## config.mk

```make
export PLATFORM = sky130hd
export DESIGN_NAME = wes_power_ctrl
export DESIGN_NICKNAME = d
export VERILOG_FILES = /design/src/hw/wes_pkg.sv /design/src/hw/wes_power_ctrl.sv
export VERILOG_INCLUDE_DIRS = /design/src /design/src/hw
export SDC_FILE = /design/constraint.sdc
export NUM_CORES = 1
export LEC_CHECK = 0
export BUFFER_PORTS_ARGS = -buffer_cell sky130_fd_sc_hd__buf_2
export CAP_MARGIN = 30
export CORE_UTILIZATION = 56
export DETAILED_ROUTE_END_ITERATION = 10
export PLACE_DENSITY = 0.9
export SKIP_CTS_REPAIR_TIMING = 1
export SLEW_MARGIN = 20
export SYNTH_ARGS = -nofsm -noshare
export SYNTH_HDL_FRONTEND = slang
export SYNTH_SLANG_ARGS = --single-unit
```

## constraint.sdc

```tcl
create_clock -name ref_clk -period 4.9 [get_ports ref_clk]
set_clock_uncertainty 0.15 [all_clocks]
set_input_delay 0.735 -clock ref_clk [delete_from_list [all_inputs] [get_ports ref_clk]]
set_output_delay 0.735 -clock ref_clk [all_outputs]
set_load 0.1 [all_outputs]
```

## src/hw/wes_defs.svh

```systemverilog
// Constants for the wake event status and ready block.
// Assumes inclusion by bare name from the package and the design file.
`ifndef WES_DEFS_SVH
`define WES_DEFS_SVH
`define WES_OFS_POWER_CTRL   8'h84
`define WES_OFS_BYTE_TEST    8'h64
`define WES_BIT_READY        0
`define WES_BIT_PIN_EN       1
`define WES_BIT_POL          2
`define WES_BIT_PULSE        3
`define WES_LSB_CAUSE        4
`define WES_MSB_CAUSE        5
`define WES_BIT_DRIVE        6
`define WES_BIT_ENERGY_DETECT_ENABLE        8
`define WES_BIT_WF_EN        9
`define WES_LSB_PSTATE       12
`define WES_MSB_PSTATE       13
`define WES_CAUSE_NONE       2'h0
`define WES_CAUSE_ENERGY     2'h1
`define WES_CAUSE_FRAME      2'h2
`define WES_CAUSE_MULTI      2'h3
`define WES_PULSE_MS         50
`define WES_CLK_MHZ          125
`define WES_PULSE_CYC        (`WES_PULSE_MS * 1000 * `WES_CLK_MHZ)
`define WES_SETTLE_CYC       64
`endif

```

## src/hw/wes_pkg.sv

```systemverilog
// Types for the wake event status and ready block.
// Assumes wes_defs.svh is on the include path.
`include "wes_defs.svh"
package wes_pkg;
    typedef enum logic [1:0] {WES_FULL, WES_FRAME, WES_ENERGY, WES_RSVD} wes_pstate_e;
    typedef enum {WES_SETTLE, WES_READY, WES_ASLEEP} wes_rdy_e;
    typedef struct packed {
        logic        wr;
        logic        rd;
        logic [7:0]  addr;
        logic [31:0] wdata;
    } wes_bus_s;
    typedef struct packed {
        logic energy;
        logic frame;
    } wes_evt_s;
endpackage

```

## src/hw/wes_power_ctrl.sv

```systemverilog
// Power control register: wake cause, wake pin control and device ready flag.
// Assumes a synchronous SRAM-like bus, one cycle strobes, and event inputs as pulses.
`timescale 1ns/1ps
`include "wes_defs.svh"

// Overview of operation
// - Wake cause at bits 5-4: none, energy, frame, or multiple.
// - Writing one to a cause bit clears it; zero leaves it.
// - Cause clearing ignored unless full power state and ready.
// - Cause bit clears only when its event sources are clear.
// - Pulse select one drives pin active for 50 ms.
// - Pulse select zero holds pin active until deactivated.
// - Pin deactivates on cause clear or when both event enables clear.
// - Polarity bit 2 selects active high or active low.
// - Open-drain pin ignores polarity, always active low.
// - Pin enable bit 1 gates the pin; never asserts when zero.
// - Pin enable does not affect the internal wake interrupt.
// - Ready bit 0 sets only when stable after power-up or wake.
// - Power control register reads work in every state.
// - Power state field: full, frame wake, energy wake, reserved.
// - Drive type bit 6: zero open-drain, one push-pull.
// - Frame or energy enable raises internal wake interrupt on event.
// - Byte test write wakes device; host waits for ready.
module wes_power_ctrl #(
    parameter int PULSE_CYC  = `WES_PULSE_CYC,
    parameter int SETTLE_CYC = `WES_SETTLE_CYC
) (
    input  wire logic             ref_clk,
    input  wire logic             reset_n,
    input  wire wes_pkg::wes_bus_s bus,
    output logic [31:0]           rdata,
    input  wire wes_pkg::wes_evt_s evt,
    input  wire wes_pkg::wes_evt_s evt_src_pend,
    output logic                  wake_event_irq,
    output logic                  wake_event_pin_o,
    output logic                  wake_event_pin_oe_n,
    output logic [1:0]            power_state_sel
);
    localparam int CW = $clog2(PULSE_CYC + 1);

    logic              ctl_wr;
    logic              wake_wr;
    logic [1:0]        cause_q,  cause_d;
    logic [1:0]        cause_new;
    logic [1:0]        src_pend;
    logic              pulse_q,  pulse_d;
    logic              pol_q,    pol_d;
    logic              pin_en_q, pin_en_d;
    logic              drive_q,  drive_d;
    logic              energy_detect_enable_q,  energy_detect_enable_d;
    logic              wf_en_q,  wf_en_d;
    logic [1:0]        pst_q,    pst_d;
    wes_pkg::wes_rdy_e rdy_q,    rdy_d;
    logic [15:0]       settle_q, settle_d;
    logic              act_q,    act_d;
    logic [CW-1:0]     pcnt_q,   pcnt_d;
    logic              irq_q,    irq_d;
    logic [31:0]       rdata_d;
    logic              ready;
    logic              hit;
    logic              pin_active;

    assign ctl_wr  = bus.wr && (bus.addr == `WES_OFS_POWER_CTRL);
    assign wake_wr = bus.wr && (bus.addr == `WES_OFS_BYTE_TEST);
    assign ready   = (rdy_q == wes_pkg::WES_READY);

    // Event detection filtered by the per-kind enables, pin enable not involved.
    always_comb
    begin
        // Pending sources in cause bit order: the packed struct puts energy at the top.
        src_pend = {evt_src_pend.frame, evt_src_pend.energy};
        cause_new[0] = evt.energy && energy_detect_enable_q;
        cause_new[1] = evt.frame && wf_en_q;
        hit = |cause_new;
    end

    always_comb
    begin
        cause_d  = cause_q;
        pulse_d  = pulse_q;
        pol_d    = pol_q;
        pin_en_d = pin_en_q;
        drive_d  = drive_q;
        energy_detect_enable_d  = energy_detect_enable_q;
        wf_en_d  = wf_en_q;
        pst_d    = pst_q;
        if (ctl_wr)
        begin
            pulse_d  = bus.wdata[`WES_BIT_PULSE];
            pol_d    = bus.wdata[`WES_BIT_POL];
            pin_en_d = bus.wdata[`WES_BIT_PIN_EN];
            drive_d  = bus.wdata[`WES_BIT_DRIVE];
            energy_detect_enable_d  = bus.wdata[`WES_BIT_ENERGY_DETECT_ENABLE];
            wf_en_d  = bus.wdata[`WES_BIT_WF_EN];
            if (bus.wdata[`WES_MSB_PSTATE:`WES_LSB_PSTATE] != 2'h3)
            begin
                pst_d = bus.wdata[`WES_MSB_PSTATE:`WES_LSB_PSTATE];
            end
            // clear only when ready at full power
            if (ready && (pst_q == 2'h0))
            begin
                for (int i = 0; i < 2; i++)
                begin
                    if (bus.wdata[`WES_LSB_CAUSE + i] && !src_pend[i])
                    begin
                        cause_d[i] = 1'b0;
                    end
                end
            end
        end
        // byte test write or enabled event returns to full power
        if ((wake_wr || hit) && (rdy_q == wes_pkg::WES_ASLEEP))
        begin
            pst_d = 2'h0;
        end
        if (hit)
        begin
            cause_d = cause_d | cause_new;
        end
    end

    always_ff @(posedge ref_clk)
    begin
        if (!reset_n)
        begin
            cause_q  <= `WES_CAUSE_NONE;
            pulse_q  <= 1'b0;
            pol_q    <= 1'b0;
            pin_en_q <= 1'b0;
            drive_q  <= 1'b0;
            energy_detect_enable_q  <= 1'b0;
            wf_en_q  <= 1'b0;
            pst_q    <= 2'h0;
        end
        else
        begin
            cause_q  <= cause_d;
            pulse_q  <= pulse_d;
            pol_q    <= pol_d;
            pin_en_q <= pin_en_d;
            drive_q  <= drive_d;
            energy_detect_enable_q  <= energy_detect_enable_d;
            wf_en_q  <= wf_en_d;
            pst_q    <= pst_d;
        end
    end

    // ready after settle count following reset or wake
    always_comb
    begin
        rdy_d    = rdy_q;
        settle_d = settle_q;
        unique case (rdy_q)
            wes_pkg::WES_SETTLE:
            begin
                if (settle_q >= 16'(SETTLE_CYC - 1))
                begin
                    rdy_d    = wes_pkg::WES_READY;
                    settle_d = '0;
                end
                else
                begin
                    settle_d = settle_q + 16'h1;
                end
            end
            wes_pkg::WES_READY:
            begin
                if (pst_d != 2'h0)
                begin
                    rdy_d = wes_pkg::WES_ASLEEP;
                end
            end
            wes_pkg::WES_ASLEEP:
            begin
                if (pst_d == 2'h0 || hit)
                begin
                    rdy_d = wes_pkg::WES_SETTLE;
                end
            end
        endcase
    end

    always_ff @(posedge ref_clk)
    begin
        if (!reset_n)
        begin
            rdy_q    <= wes_pkg::WES_SETTLE;
            settle_q <= '0;
        end
        else
        begin
            rdy_q    <= rdy_d;
            settle_q <= settle_d;
        end
    end

    // Pin activity and pulse timer on the free-running clock.
    always_comb
    begin
        act_d  = act_q;
        pcnt_d = pcnt_q;
        irq_d  = hit;
        if (hit)
        begin
            act_d  = 1'b1;
            pcnt_d = CW'(PULSE_CYC);
        end
        else if (pulse_q && act_q)
        begin
            if (pcnt_q <= CW'(1))
            begin
                act_d  = 1'b0;
                pcnt_d = '0;
            end
            else
            begin
                pcnt_d = pcnt_q - CW'(1);
            end
        end
        // deactivate on cause cleared or enables cleared
        if (!hit && ((cause_d == 2'h0) || !(energy_detect_enable_d || wf_en_d)))
        begin
            act_d = 1'b0;
        end
        // static mode holds act until deactivated
    end

    always_ff @(posedge ref_clk)
    begin
        if (!reset_n)
        begin
            act_q  <= 1'b0;
            pcnt_q <= '0;
            irq_q  <= 1'b0;
        end
        else
        begin
            act_q  <= act_d;
            pcnt_q <= pcnt_d;
            irq_q  <= irq_d;
        end
    end

    assign wake_event_irq = irq_q;

    assign pin_active = act_q && pin_en_q;

    // drive type selects open-drain or push-pull
    // open-drain is active low regardless of polarity
    always_comb
    begin
        if (!drive_q)
        begin
            wake_event_pin_o    = 1'b0;
            wake_event_pin_oe_n = !pin_active;
        end
        else
        begin
            wake_event_pin_o    = pol_q ? pin_active : !pin_active;
            wake_event_pin_oe_n = 1'b0;
        end
    end

    assign power_state_sel = pst_q;

    // power control register readable in every state
    always_comb
    begin
        rdata_d = rdata;
        if (bus.rd)
        begin
            rdata_d = '0;
            if (bus.addr == `WES_OFS_POWER_CTRL)
            begin
                rdata_d[`WES_BIT_READY]                  = ready;
                rdata_d[`WES_BIT_PIN_EN]                 = pin_en_q;
                rdata_d[`WES_BIT_POL]                    = pol_q;
                rdata_d[`WES_BIT_PULSE]                  = pulse_q;
                rdata_d[`WES_MSB_CAUSE:`WES_LSB_CAUSE]   = cause_q;
                rdata_d[`WES_BIT_DRIVE]                  = drive_q;
                rdata_d[`WES_BIT_ENERGY_DETECT_ENABLE]                  = energy_detect_enable_q;
                rdata_d[`WES_BIT_WF_EN]                  = wf_en_q;
                rdata_d[`WES_MSB_PSTATE:`WES_LSB_PSTATE] = pst_q;
            end
        end
    end

    always_ff @(posedge ref_clk)
    begin
        if (!reset_n)
        begin
            rdata <= '0;
        end
        else
        begin
            rdata <= rdata_d;
        end
    end

    ready_sleep_a: assert property (@(posedge ref_clk) disable iff (!reset_n)
        (pst_q != 2'h0) |-> !ready)
        else $error("ready set outside full power");
    pin_gate_a: assert property (@(posedge ref_clk) disable iff (!reset_n)
        !pin_en_q |-> (drive_q ? (wake_event_pin_o == !pol_q) : wake_event_pin_oe_n))
        else $error("wake pin active while disabled");
    od_low_a: assert property (@(posedge ref_clk) disable iff (!reset_n)
        (!drive_q && !wake_event_pin_oe_n) |-> !wake_event_pin_o)
        else $error("open-drain pin driven high");
    irq_raise_a: assert property (@(posedge ref_clk) disable iff (!reset_n)
        (evt.frame && wf_en_q) |=> wake_event_irq)
        else $error("frame event missed interrupt");
    clr_block_a: assert property (@(posedge ref_clk) disable iff (!reset_n)
        (!ready && cause_q[0]) |=> cause_q[0])
        else $error("cause cleared while not ready");
    src_hold_a: assert property (@(posedge ref_clk) disable iff (!reset_n)
        (evt_src_pend.frame && cause_q[1]) |=> cause_q[1])
        else $error("cause cleared with source pending");
    multi_a: assert property (@(posedge ref_clk) disable iff (!reset_n)
        (cause_q == 2'h1 && evt.frame && wf_en_q) |=> (cause_q == 2'h3))
        else $error("second cause not merged");
    pulse_start_a: assert property (@(posedge ref_clk) disable iff (!reset_n)
        hit |=> act_q ##1 (act_q || !pulse_q || cause_q == 2'h0))
        else $error("pulse did not start");
    w1c_a: assert property (@(posedge ref_clk) disable iff (!reset_n)
        (ctl_wr && ready && pst_q == 2'h0 && bus.wdata[4] && !evt_src_pend.energy && !hit)
        |=> !cause_q[0])
        else $error("write one did not clear cause");
endmodule

```

---- Yosys cells after proc, flatten, opt, wreduce, memory -nomap -nowiden ----
Cells that the tools add are included.
storage, ports and cells
  input bits .............................. 48
  bits in read-only memories .............. 0
  register bits after elaboration ......... 94
  bits in latches ......................... 0
  memories kept ........................... 0
  word-level logic and storage cells ...... 90
  RAM bits ................................ 0
cells by class
  equality and inequality tests ........... 10
  multipliers ............................. 0
  multiplexer cells ....................... 27
  shift-type cells ........................ 0
  bitwise operators ....................... 2
  divide/modulo/power cells ............... 0
  reduce and logical (&&, ||, !) cells .... 32
  $add $sub $neg .......................... 2
  order comparisons ....................... 2
operators with widths
  operator               count
  $mux 32                3
  $pmux 32 s3            1
  $mux 23                3
  $eq 32x2->1 const B    2
  $eq 32x1->1 const B    1
  $eq 32x3->1 const B    1
  $logic_not 32->1       1
  $le 23x1->1 const B    1
  $sub 23x1->23 const B  1
  $add 16x1->16 const B  1
  $ge 16x6->1 const B    1
  $mux 16                1
  $mux 2                 8
  $logic_and 1x1->1      11
  $mux 1                 10
  $eq 8x7->1 const B     1
  $eq 8x8->1 const B     1
  $ne 2x2->1 const B     4
  $mux 7                 1
  $logic_not 2->1        3
  $reduce_bool 2->1      3
  $logic_not 1->1        5
  $logic_or 1x1->1       4
  $reduce_or 2->1        2
  other kinds (5)        5

---- Longest topological paths before layout ----
Gate-level depths: netlist of the first run.
  word-level depth ........................ 11
  mapped depth ............................ 8
  gate-level depth less buffers ........... 7

---- Worst setup path before layout of the first run ----
No wires, ideal clock.
  path kind ............................... register to output
  from .................................... reg act_q
  to ...................................... out wake_event_pin_oe_n
  required time ........................... 4.015 ns
  cell stages (with the launch flop) ...... 3
  setup slack ............................. 2.066 ns
  path buffers ............................ 1
  arrival time ............................ 1.949 ns
  cell sequence ........................... dfxtp_1 > clkbuf_1 > a21oi_1
on the way
  longest elaborated chain between the ends .. 3
ends and longest elaborated chain
  what                    line                   source
  start, declared         wes_power_ctrl.sv:55   logic act_q, act_d;
  start signal, assigned  wes_power_ctrl.sv:238  act_q <= act_d;
  $logic_and 1x1->1       wes_power_ctrl.sv:246  assign pin_active = act_q && pin_en_q;
  $logic_not 1->1         wes_power_ctrl.sv:255  wake_event_pin_oe_n = !pin_active;
  $mux 1                  wes_power_ctrl.sv:252  if (!drive_q)
  end, declared           wes_power_ctrl.sv:36   output logic wake_event_pin_oe_n,
No other way between the ends.

---- Final worst setup path of the first run ----
  from .................................... in bus[33] (netlist bit)
  to ...................................... reg act_q
on the way
  longest elaborated chain between the ends .. 9
ends and longest elaborated chain
  what                                  line                   source
  start, declared                       wes_power_ctrl.sv:30   input wire wes_pkg::wes_bus_s bus,
  $eq 8x8->1 (no source line) (*)       -
  $logic_and 1x1->1 (*)                 wes_power_ctrl.sv:63   assign ctl_wr = bus.wr && (bus.addr == `WES_OFS_POWER_CTRL);
  $mux 2                                wes_power_ctrl.sv:87   if (ctl_wr)
  $or 2x2->2                            wes_power_ctrl.sv:118  cause_d = cause_d | cause_new;
  $mux 2                                wes_power_ctrl.sv:116  if (hit)
  $logic_not 2->1                       wes_power_ctrl.sv:221  if (!hit && ((cause_d == 2'h0) || !(energy_detect_enable_d || wf_en_d)))
  $logic_or 1x1->1 (*)                  wes_power_ctrl.sv:221
  $logic_and 1x1->1 (*)                 wes_power_ctrl.sv:221
  $reduce_or 2->1 (no source line) (*)  -
Mark *: on every way between the ends. The rest lies on a longest branch, timed or not.
A chain may end at the register's enable or synchronous reset.

==> results of run 1 <==
path summary, 6_finish.rpt:
path / startpoint / end / cells past startpoint
setup reg to reg: pcnt_q[2]$_SDFFE_PP0P_ / pcnt_q[5]$_SDFFE_PP0P_ / 5
hold reg to reg: settle_q[10]$_SDFFE_PN0N_ / settle_q[10]$_SDFFE_PN0N_ / 2
setup / recovery: bus[33] / act_q$_SDFFE_PP0P_ / 6
hold / removal: settle_q[10]$_SDFFE_PN0N_ / settle_q[10]$_SDFFE_PN0N_ / 2
registers in the layout, summed over array words and instances, names as in the netlist:
name / count
act_q: 1
cause_q: 2
drive_q: 1
energy_detect_enable_q: 1
pcnt_q: 23
pin_en_q: 1
pol_q: 1
power_state_sel: 2
pulse_q: 1
rdata: 11
rdy_q: 2
settle_q: 16
wake_event_irq: 1
wf_en_q: 1
worst register-to-register path, stage by stage (launching register included):
cell and delay (ns):
dfxtp_1 0.35, or4_1 0.71, nor3_4 0.34, and4_2 0.46, a31o_2 0.34, nor2_1 0.09
cells in the final DEF, fill, tap and decap left out, types with 2 or more instances in the layout:
cell       instances
nor4_1             5
or2_2              4
a21oi_1           32
nand3b_1           2
ha_1               7
nor2b_1           13
o21ai_0            7
or3_1              4
o21a_1             4
nand4bb_1          2
mux2i_1           10
buf_2             41
and3b_1            2
xnor2_1            7
or4_1              4
nor3_1             9
nand2_1           17
inv_1              7
and2_1            11
xor2_1             5
a31oi_1            8
o41ai_1            2
bufinv_16          3
and3_1             6
nand4_1            4
nor4b_1            3
nor3b_1            3
nand3_1            5
dfxtp_1           64
or3_2              2
clkbuf_8          11
nor2_1            51
o31ai_1            6
conb_1            21
stage by stage:
| stage | power (mW) | utilization [%] | cell area, um^2 | worst slack, ns |
|---|---|---|---|---|
| 5_1_grt | 1.24 | 67.2 | 3520 | 1.81 |
| 3_3_place_gp | 0.646 | 62.2 | 3260 | 1.63 |
| 6_report | 1.21 | 67.2 | 3520 | 1.91 |
| 3_5_place_dp | 0.647 | 62.3 | 3260 | 1.55 |
| 2_1_floorplan | 0.643 | - | 3200 | 2.07 |
| 4_1_cts | 1.21 | 67.2 | 3520 | 1.92 |
layout make-up:
| cell class | instances | area (um^2) |
|---|---|---|
| fillers | 410 | 1720 |
| multi-input cells | 274 | 1660 |
| flip-flops and latches | 64 | 1280 |
| repair buffers | 41 | 205 |
| clock buffers | 11 | 151 |
| clock inverters | 5 | 103 |
| well taps | 70 | 87.6 |
| inverters | 8 | 30.0 |
cell families after synthesis:
logic type      Yosys count  share of synthesized area, %
simple gates            157                          27.9
compound gates           66                          12.9
flops                    64                          41.1
buf+inv                  44                          8.30
xor+xnor                 12                          3.37
mux                      11                          3.57
fa+ha+maj                 7                          2.81
other cells               1                         0.120
layer usage:
| metal | wire length (um) | share of wire, % | GRT usage, % |
|---|---|---|---|
| met2 | 3300 | 50 | 42.2 |
| met1 | 2880 | 43 | 27.5 |
| met3 | 316 | 4.8 | 5.27 |
| met4 | 153 | 2.3 | 13.3 |
| met5 | 0 | 0 | 0 |
power by group:
part / internal [mW] / switching [mW] / leakage (nW)
Clock: 0.365 / 0.207 / 0.126
Combinational: 0.0167 / 0.0941 / 0.917
Sequential: 0.523 / 0.00227 / 0.516
==> flow_summary.toml, run 1 <==
[synth]
synth.distinct_cells = 54
synth-main-ff-cell = "dfxtp_1"
synthTopCellsByCount = "dfxtp_1, nor2_1, a21oi_1"
netlist_area_um2 = 3120
synth_area_per_cell_um2 = 8.62
yosysMostFrequentCell = "dfxtp_1"
ys_top_cells_by_area = "dfxtp_1, nor2_1, buf_4"
synth_top_area_share_pct = 41.1
synth_sequential_area_ratio_pct = 41.1
synth_top_area_cell = "dfxtp_1"
syn_inst = 362
synth_seq_cells = 64
synth_warnings = 0
synth_edf_count = 0
async_flop_share_pct = 0

[clocking]
cts_tree = "yes"
clock_latency_ns = 0.35
h-tree-depth = 3
cts.sinks = 64
numCtsBuffers = 9
clock_path_buffers = 2
clk_pin_slew_ns = 0.07
clock-root-buffer = "clkbuf_8"

[run_status]
outcome = "completed"

[global_routing]
grt_max_degree = 38
gr-usage-all-layers_pct = 24.2
overflow = 0
grt_pass1_vias = 2586
antenna_found_initial = 0
grt_pass1_wl_um = 11300

[sta]
worst_pin_slew_ns = 0.726
timing.final.crit_share_pct = 61.0
holdWs_ns = 0.285
timing.fmax_mhz = 335
maxSlewViolCount = 0
finalHoldViolations = 0
rsz0062_at_grt = "false"
slew-limit-headroom_pct = 51.3
fin_crit_ns = 2.99
final.setup.tns_ns = 0
setup_viol = 0

[die]
core-area_um2 = 5240
core.rowCount = 26
start_util_pct = 59.6
fp.dieH_um = 76.6
pin_count = 85
dieWidth_um = 76.6
dieArea_um2 = 5870

[setup_path]
cpPeakStageDelay_ns = 0.69
startpoint_type = "input port"
path_class = "in2reg"
critPathArrivalTime_ns = 3.09
worst-path-buf-inv = 1
r2r_setup_slack_ns = 2.35
worstPathRequired_ns = 5.00
crit_path_end_kind = "flip-flop"
crit_slowest_cell = "or4b_2"
cpLargestDelayFamily = "simple AND/OR/NAND/NOR gates"
timing.critical_path.cells = "buf_2 > or4b_2 > nand4bb_1 > o41ai_1 > nand2_1 > a41o_1"
crit_fanout = 12

[finish]
stdcell_count = 473
final_nets = 453
drive_above_1_share_pct = 18.6
num_antenna_cells = 0
area_growth_syn_to_layout_pct = 12.8

[routing]
drt_iter0_drc = 161
drt_pre_antenna_iters = 4
vias = 2633
drc = 0
wirelength_um = 6650
wl_per_cell_um = 14.1
avgViaCountPerCell = 5.57
drtAntennaViolNets = 0

[power]
p_per_area_nw_per_um2 = 343
leakage_nw = 1.56
peakVddDrop_mv = 0.223

[place]
globalplace.congestion = 0.876
place_inst = 457
hpwl_um = 4550
portBuffers = 41

[min_path]
worstHoldPathType = "reg2reg"

[job]
maxCapViolCount = 0
No activity file was read; power rests on OpenSTA's default activity.
==> run 2, diff against run 1 <==
--- a/config.mk
+++ b/config.mk
@@ -8,9 +8,9 @@
 export LEC_CHECK = 0
 export BUFFER_PORTS_ARGS = -buffer_cell sky130_fd_sc_hd__buf_2
 export CAP_MARGIN = 30
-export CORE_UTILIZATION = 56
+export CORE_UTILIZATION = 52
 export DETAILED_ROUTE_END_ITERATION = 10
-export PLACE_DENSITY = 0.9
+export PLACE_DENSITY = 0.85
 export SKIP_CTS_REPAIR_TIMING = 1
 export SLEW_MARGIN = 20
 export SYNTH_ARGS = -nofsm -noshare
==> constraint.sdc (replaced) <==
create_clock -name ref_clk -period 3 [get_ports ref_clk]
set_clock_uncertainty 0.15 [all_clocks]
set_input_delay 0.45 -clock ref_clk [delete_from_list [all_inputs] [get_ports ref_clk]]
set_output_delay 0.45 -clock ref_clk [all_outputs]
set_load 0.1 [all_outputs]
==> run 2 against run 1 <==
- power rose by 36%
- cell count rose by 0.63%
- sequential share of layout area rose by 0.85 points
- sequential power rose by 63%
- global-route usage fell by 3.5 points
- critical endpoint is now pcnt_q[2]$_SDFFE_PP0P_
- wire length fell by 6.5%
- critical path type is now reg2reg
- count of clock-buffer cells in the layout rose by 2
==> flow_summary.toml, run 2 (synthesis results as in run 1) <==
[finish]
stdcell_count = 476
num_antenna_cells = 0
regMostFlops = "pcnt_q"
final_cell_mix = "dfxtp_1, nor2_1, buf_2"
reg_top3 = "pcnt_q: 23 flops, settle_q: 16 flops, rdata: 11 flops"
drive_above_1_share_pct = 17.8
final_nets = 456
largest_reg_flops = 23
final_common_cell = "dfxtp_1"
fin_area_um2 = 3440
area_growth_syn_to_layout_pct = 10.2

[global_routing]
gr-usage-all-layers_pct = 20.8
overflow = 0
antenna_found_initial = 0
grt_pass1_vias = 2374
grt_pass1_wl_um = 10200
grt_max_degree = 38

[setup_path]
crit_fanout = 14
timing.critical_path.cells = "or4_1 > nor3_4 > and4_2 > a31o_2 > nor2_1"
crit_path_end_kind = "flip-flop"
path_class = "reg2reg"
startpoint_type = "flip-flop"
cpPeakStageDelay_ns = 0.71
critPathArrivalTime_ns = 2.61
worstPathRequired_ns = 3.07
crit_slowest_cell = "or4_1"

[routing]
route.met2.wl_um = 2900
avgViaCountPerCell = 5.54
dr_wl_met3_um = 342
wl_met1_um = 2880
dr.max_layer_used = "met4"
drt_pre_antenna_iters = 4
vias = 2639
wirelength_um = 6220
drc = 0
drtAntennaViolNets = 0
wl_per_cell_um = 13.1
drt_iter0_drc = 189

[die]
pin_count = 85
fp.dieH_um = 79.5
core-area_um2 = 5640
dieWidth_um = 79.5
dieArea_um2 = 6310
start_util_pct = 55.3
core.rowCount = 27

[sta]
finalHoldViolations = 0
rsz0062_at_grt = "false"
final.setup.tns_ns = 0
maxSlewViolCount = 0
timing.final.crit_share_pct = 84.8
holdWs_ns = 0.201
fin_crit_ns = 2.54
setup_viol = 0
worst_pin_slew_ns = 0.643
timing.fmax_mhz = 393
slew-limit-headroom_pct = 57.1

[run_status]
outcome = "completed"

[clocking]
clock_latency_ns = 0.34
clk_pin_slew_ns = 0.06
h-tree-depth = 3
clock_path_buffers = 2
numCtsBuffers = 9
cts_tree = "yes"
clock-root-buffer = "clkbuf_8"
cts.sinks = 64

[place]
portBuffers = 41
place_inst = 462
placed_cell_area_um2 = 3280
hpwl_um = 4290
globalplace.congestion = 0.846

[power]
power_mw = 1.65
p_per_area_nw_per_um2 = 479
peakVddDrop_mv = 0.315
leakage_nw = 1.53

[min_path]
worstHoldPathType = "in2reg"

[job]
maxCapViolCount = 0
[run 2: through the flow]
step / setup WS, ns / utilization (%)
final: 0.456 / 60.9
after global routing: 0.326 / 60.9
after CTS: 0.473 / 60.9
after detailed placement: 0.489 / 58.2
after global placement: 0.511 / 58.2
after floorplan: 0.451 / -
[run 2: metal layers]
layer | track usage (%) | vias to the layer above
met5 | 0 | -
met1 | 24.4 | 1239
li1 | - | 1304
met2 | 35.2 | 87
met3 | 5.14 | 9
met4 | 9.64 | 0
[run 2: layout make-up]
class / count / area (um^2)
clock buffers: 13 / 149
clock inverters: 1 / 5.00
fillers: 477 / 2200
inverters: 8 / 30.0
multi-input cells: 274 / 1660
flip-flops and latches: 64 / 1280
well taps: 72 / 90.1
repair buffers: 44 / 228
[run 2: path summary, 6_finish.rpt]
kind | slack, ns | from | cells past startpoint | end
min | 0.20 | bus[6] | 3 | drive_q$_SDFFE_PN0N_
max reg2reg | 0.46 | pcnt_q[2]$_SDFFE_PP0P_ | 5 | pcnt_q[2]$_SDFFE_PP0P_
max | 0.46 | pcnt_q[2]$_SDFFE_PP0P_ | 5 | pcnt_q[2]$_SDFFE_PP0P_
min reg2reg | 0.29 | settle_q[10]$_SDFFE_PN0N_ | 2 | settle_q[10]$_SDFFE_PN0N_
[run 2: power by group]
part | internal (mW) | switching, mW | total, mW | leakage [nW]
logic | 0.0274 | 0.153 | 0.180 | 0.932
clock network | 0.313 | 0.296 | 0.609 | 0.0794
registers | 0.854 | 0.00368 | 0.858 | 0.516
[run 2: critical path: cells and delay by family (launching register included)]
kind,cells,cell delay (ns)
flip-flops,1,0.35
AND/OR/NAND/NOR,4,1.59
AO/OA/AOI/OAI,1,0.33
==> run 3, diff against run 2 <==
--- a/config.mk
+++ b/config.mk
@@ -8,9 +8,9 @@
 export LEC_CHECK = 0
 export BUFFER_PORTS_ARGS = -buffer_cell sky130_fd_sc_hd__buf_2
 export CAP_MARGIN = 30
-export CORE_UTILIZATION = 52
+export CORE_UTILIZATION = 47
 export DETAILED_ROUTE_END_ITERATION = 10
-export PLACE_DENSITY = 0.85
+export PLACE_DENSITY = 0.82
 export SKIP_CTS_REPAIR_TIMING = 1
 export SLEW_MARGIN = 20
 export SYNTH_ARGS = -nofsm -noshare
==> constraint.sdc (replaced) <==
create_clock -name ref_clk -period 2.29 [get_ports ref_clk]
set_clock_uncertainty 0.15 [all_clocks]
set_input_delay 0.3435 -clock ref_clk [delete_from_list [all_inputs] [get_ports ref_clk]]
set_output_delay 0.3435 -clock ref_clk [all_outputs]
set_load 0.1 [all_outputs]
==> run 3 against run 2 <==
- fmax is 17% higher
- critical path depth is 1 higher
- power is 47% higher
- combinational power is 35% higher
- global-route usage is 0.34 points higher
- die area is 10% higher
- hold slack worse by 0.11 ns
- wire length is 15% higher
- count of clock-buffer cells in the layout stayed put
- critical endpoint is now pcnt_q[12]$_SDFFE_PN0P_
- largest cell class unchanged
==> flow_summary.toml, run 3 (synthesis results as in run 1) <==
[run_status]
outcome = "completed"

[routing]
drt_iter0_drc = 118
drt_pre_antenna_iters = 4
wirelength_um = 7180
drc = 0
avgViaCountPerCell = 5.41
vias = 2746
drtAntennaViolNets = 0
wl_per_cell_um = 14.1

[setup_path]
cpPeakStageDelay_ns = 0.56
cpLargestDelayFamily = "simple AND/OR/NAND/NOR gates"
critPathArrivalTime_ns = 2.30
path_class = "reg2reg"
worst-path-buf-inv = 1
crit_slowest_cell = "or4_4"
timing.critical_path.cells = "or4_4 > buf_4 > nor2_1 > nand4_1 > or3b_2 > a31oi_1"
crit_path_end_kind = "flip-flop"
worstPathRequired_ns = 2.41
startpoint_type = "flip-flop"
crit_fanout = 2

[global_routing]
antenna_found_initial = 0
grt_max_degree = 25
grt_pass1_vias = 2726
gr-usage-all-layers_pct = 21.1
grt_pass1_wl_um = 11900
overflow = 0

[job]
maxCapViolCount = 0

[power]
power_mw = 2.42
p_per_area_nw_per_um2 = 651
peakVddDrop_mv = 0.528
leakage_nw = 1.68

[finish]
drive_above_1_share_pct = 24.1
regArea_um2 = 1280
utilization_pct = 58.3
fillers = 570
largest_reg_flops = 23
multi_input_area_um2 = 1690
regMostFlops = "pcnt_q"
final_common_cell = "dfxtp_1"
num_antenna_cells = 0
final_nets = 481
area_growth_syn_to_layout_pct = 19.3
reg_top3 = "pcnt_q: 23 flops, settle_q: 16 flops, rdata: 11 flops"
final_cell_mix = "dfxtp_1, nor2_1, buf_2"
fin_area_um2 = 3720

[clocking]
h-tree-depth = 3
clock-root-buffer = "clkbuf_8"
clk_pin_slew_ns = 0.07
clock_path_buffers = 2
cts_tree = "yes"
cts.sinks = 64
numCtsBuffers = 9
clock_latency_ns = 0.34

[place]
placed_cell_area_um2 = 3470
globalplace.congestion = 0.887
portBuffers = 41
hpwl_um = 5020

[min_path]
worstHoldPathType = "in2reg"

[sta]
timing.final.crit_share_pct = 95.3
fin_crit_ns = 2.18
rsz0062_at_grt = "false"
finalHoldViolations = 0
maxSlewViolCount = 0
timing.fmax_mhz = 458
setup_viol = 0

[die]
start_util_pct = 48.9
dieArea_um2 = 6970
pin_count = 85
core.rowCount = 29
dieWidth_um = 83.5
core-area_um2 = 6390
fp.dieH_um = 83.5
==> run 3: changes by cell type in the layout (fill, tap and decap cells not counted), sizes merged <==
cell and change:
bufinv +2, buf +25
==> run 3: final timing paths <==
kind,startpoint,endpoint,slack (ns),depth (start not counted)
worst min-delay path,bus[2],pol_q$_SDFFE_PN0N_,0.09,3
worst min register to register,settle_q[10]$_SDFFE_PN0N_,settle_q[10]$_SDFFE_PN0N_,0.30,2
worst max-delay path,pcnt_q[2]$_SDFFE_PP0P_,pcnt_q[12]$_SDFFE_PN0P_,0.11,6
worst max register to register,pcnt_q[2]$_SDFFE_PP0P_,pcnt_q[12]$_SDFFE_PN0P_,0.11,6
==> run 3: area by class of cell <==
type,count,share of cell area [%]
repair buffers,69,11.2
multi-input cells,274,45.3
flip-flops and latches,64,34.4
well taps,77,2.59
clock buffers,13,4.00
clock inverters,3,1.75
inverters,8,0.806
==> run 3: through the flow <==
step	TNS (ns)	std cells	worst slack, ns	hold slack, ns
after floorplan	0	382	0.0400	0.262
after global placement	-0.0430	490	-0.0430	0.277
after detailed placement	-0.0971	490	-0.0847	0.296
after CTS	-0.00267	506	-0.00267	0.0780
after global routing	0	508	0.0196	0.113
final	0	508	0.109	0.0877
==> run 3: per-layer routing <==
| metal | track usage [%] | routed length [um] | part of all wire, % | vias up |
|---|---|---|---|---|
| met1 | 23.2 | 3060 | 43 | 1299 |
| li1 | - | - | - | 1356 |
| met4 | 10.2 | 150 | 2.1 | 0 |
| met5 | 0 | 0 | 0 | - |
| met3 | 5.14 | 287 | 4.0 | 17 |
| met2 | 37.9 | 3680 | 51 | 74 |
==> run 3: where the power goes <==
part	leakage [nW]	total, mW	internal [mW]	switching (mW)
Sequential	0.516	1.12	1.12	0.00472
Clock	0.108	1.06	0.643	0.415
Combinational	1.06	0.243	0.0406	0.202
==> run 3: tightest hold or removal path: stages <==
cell     delay [ns]
buf_2          0.07
mux2i_1        0.05
nor2_1         0.07
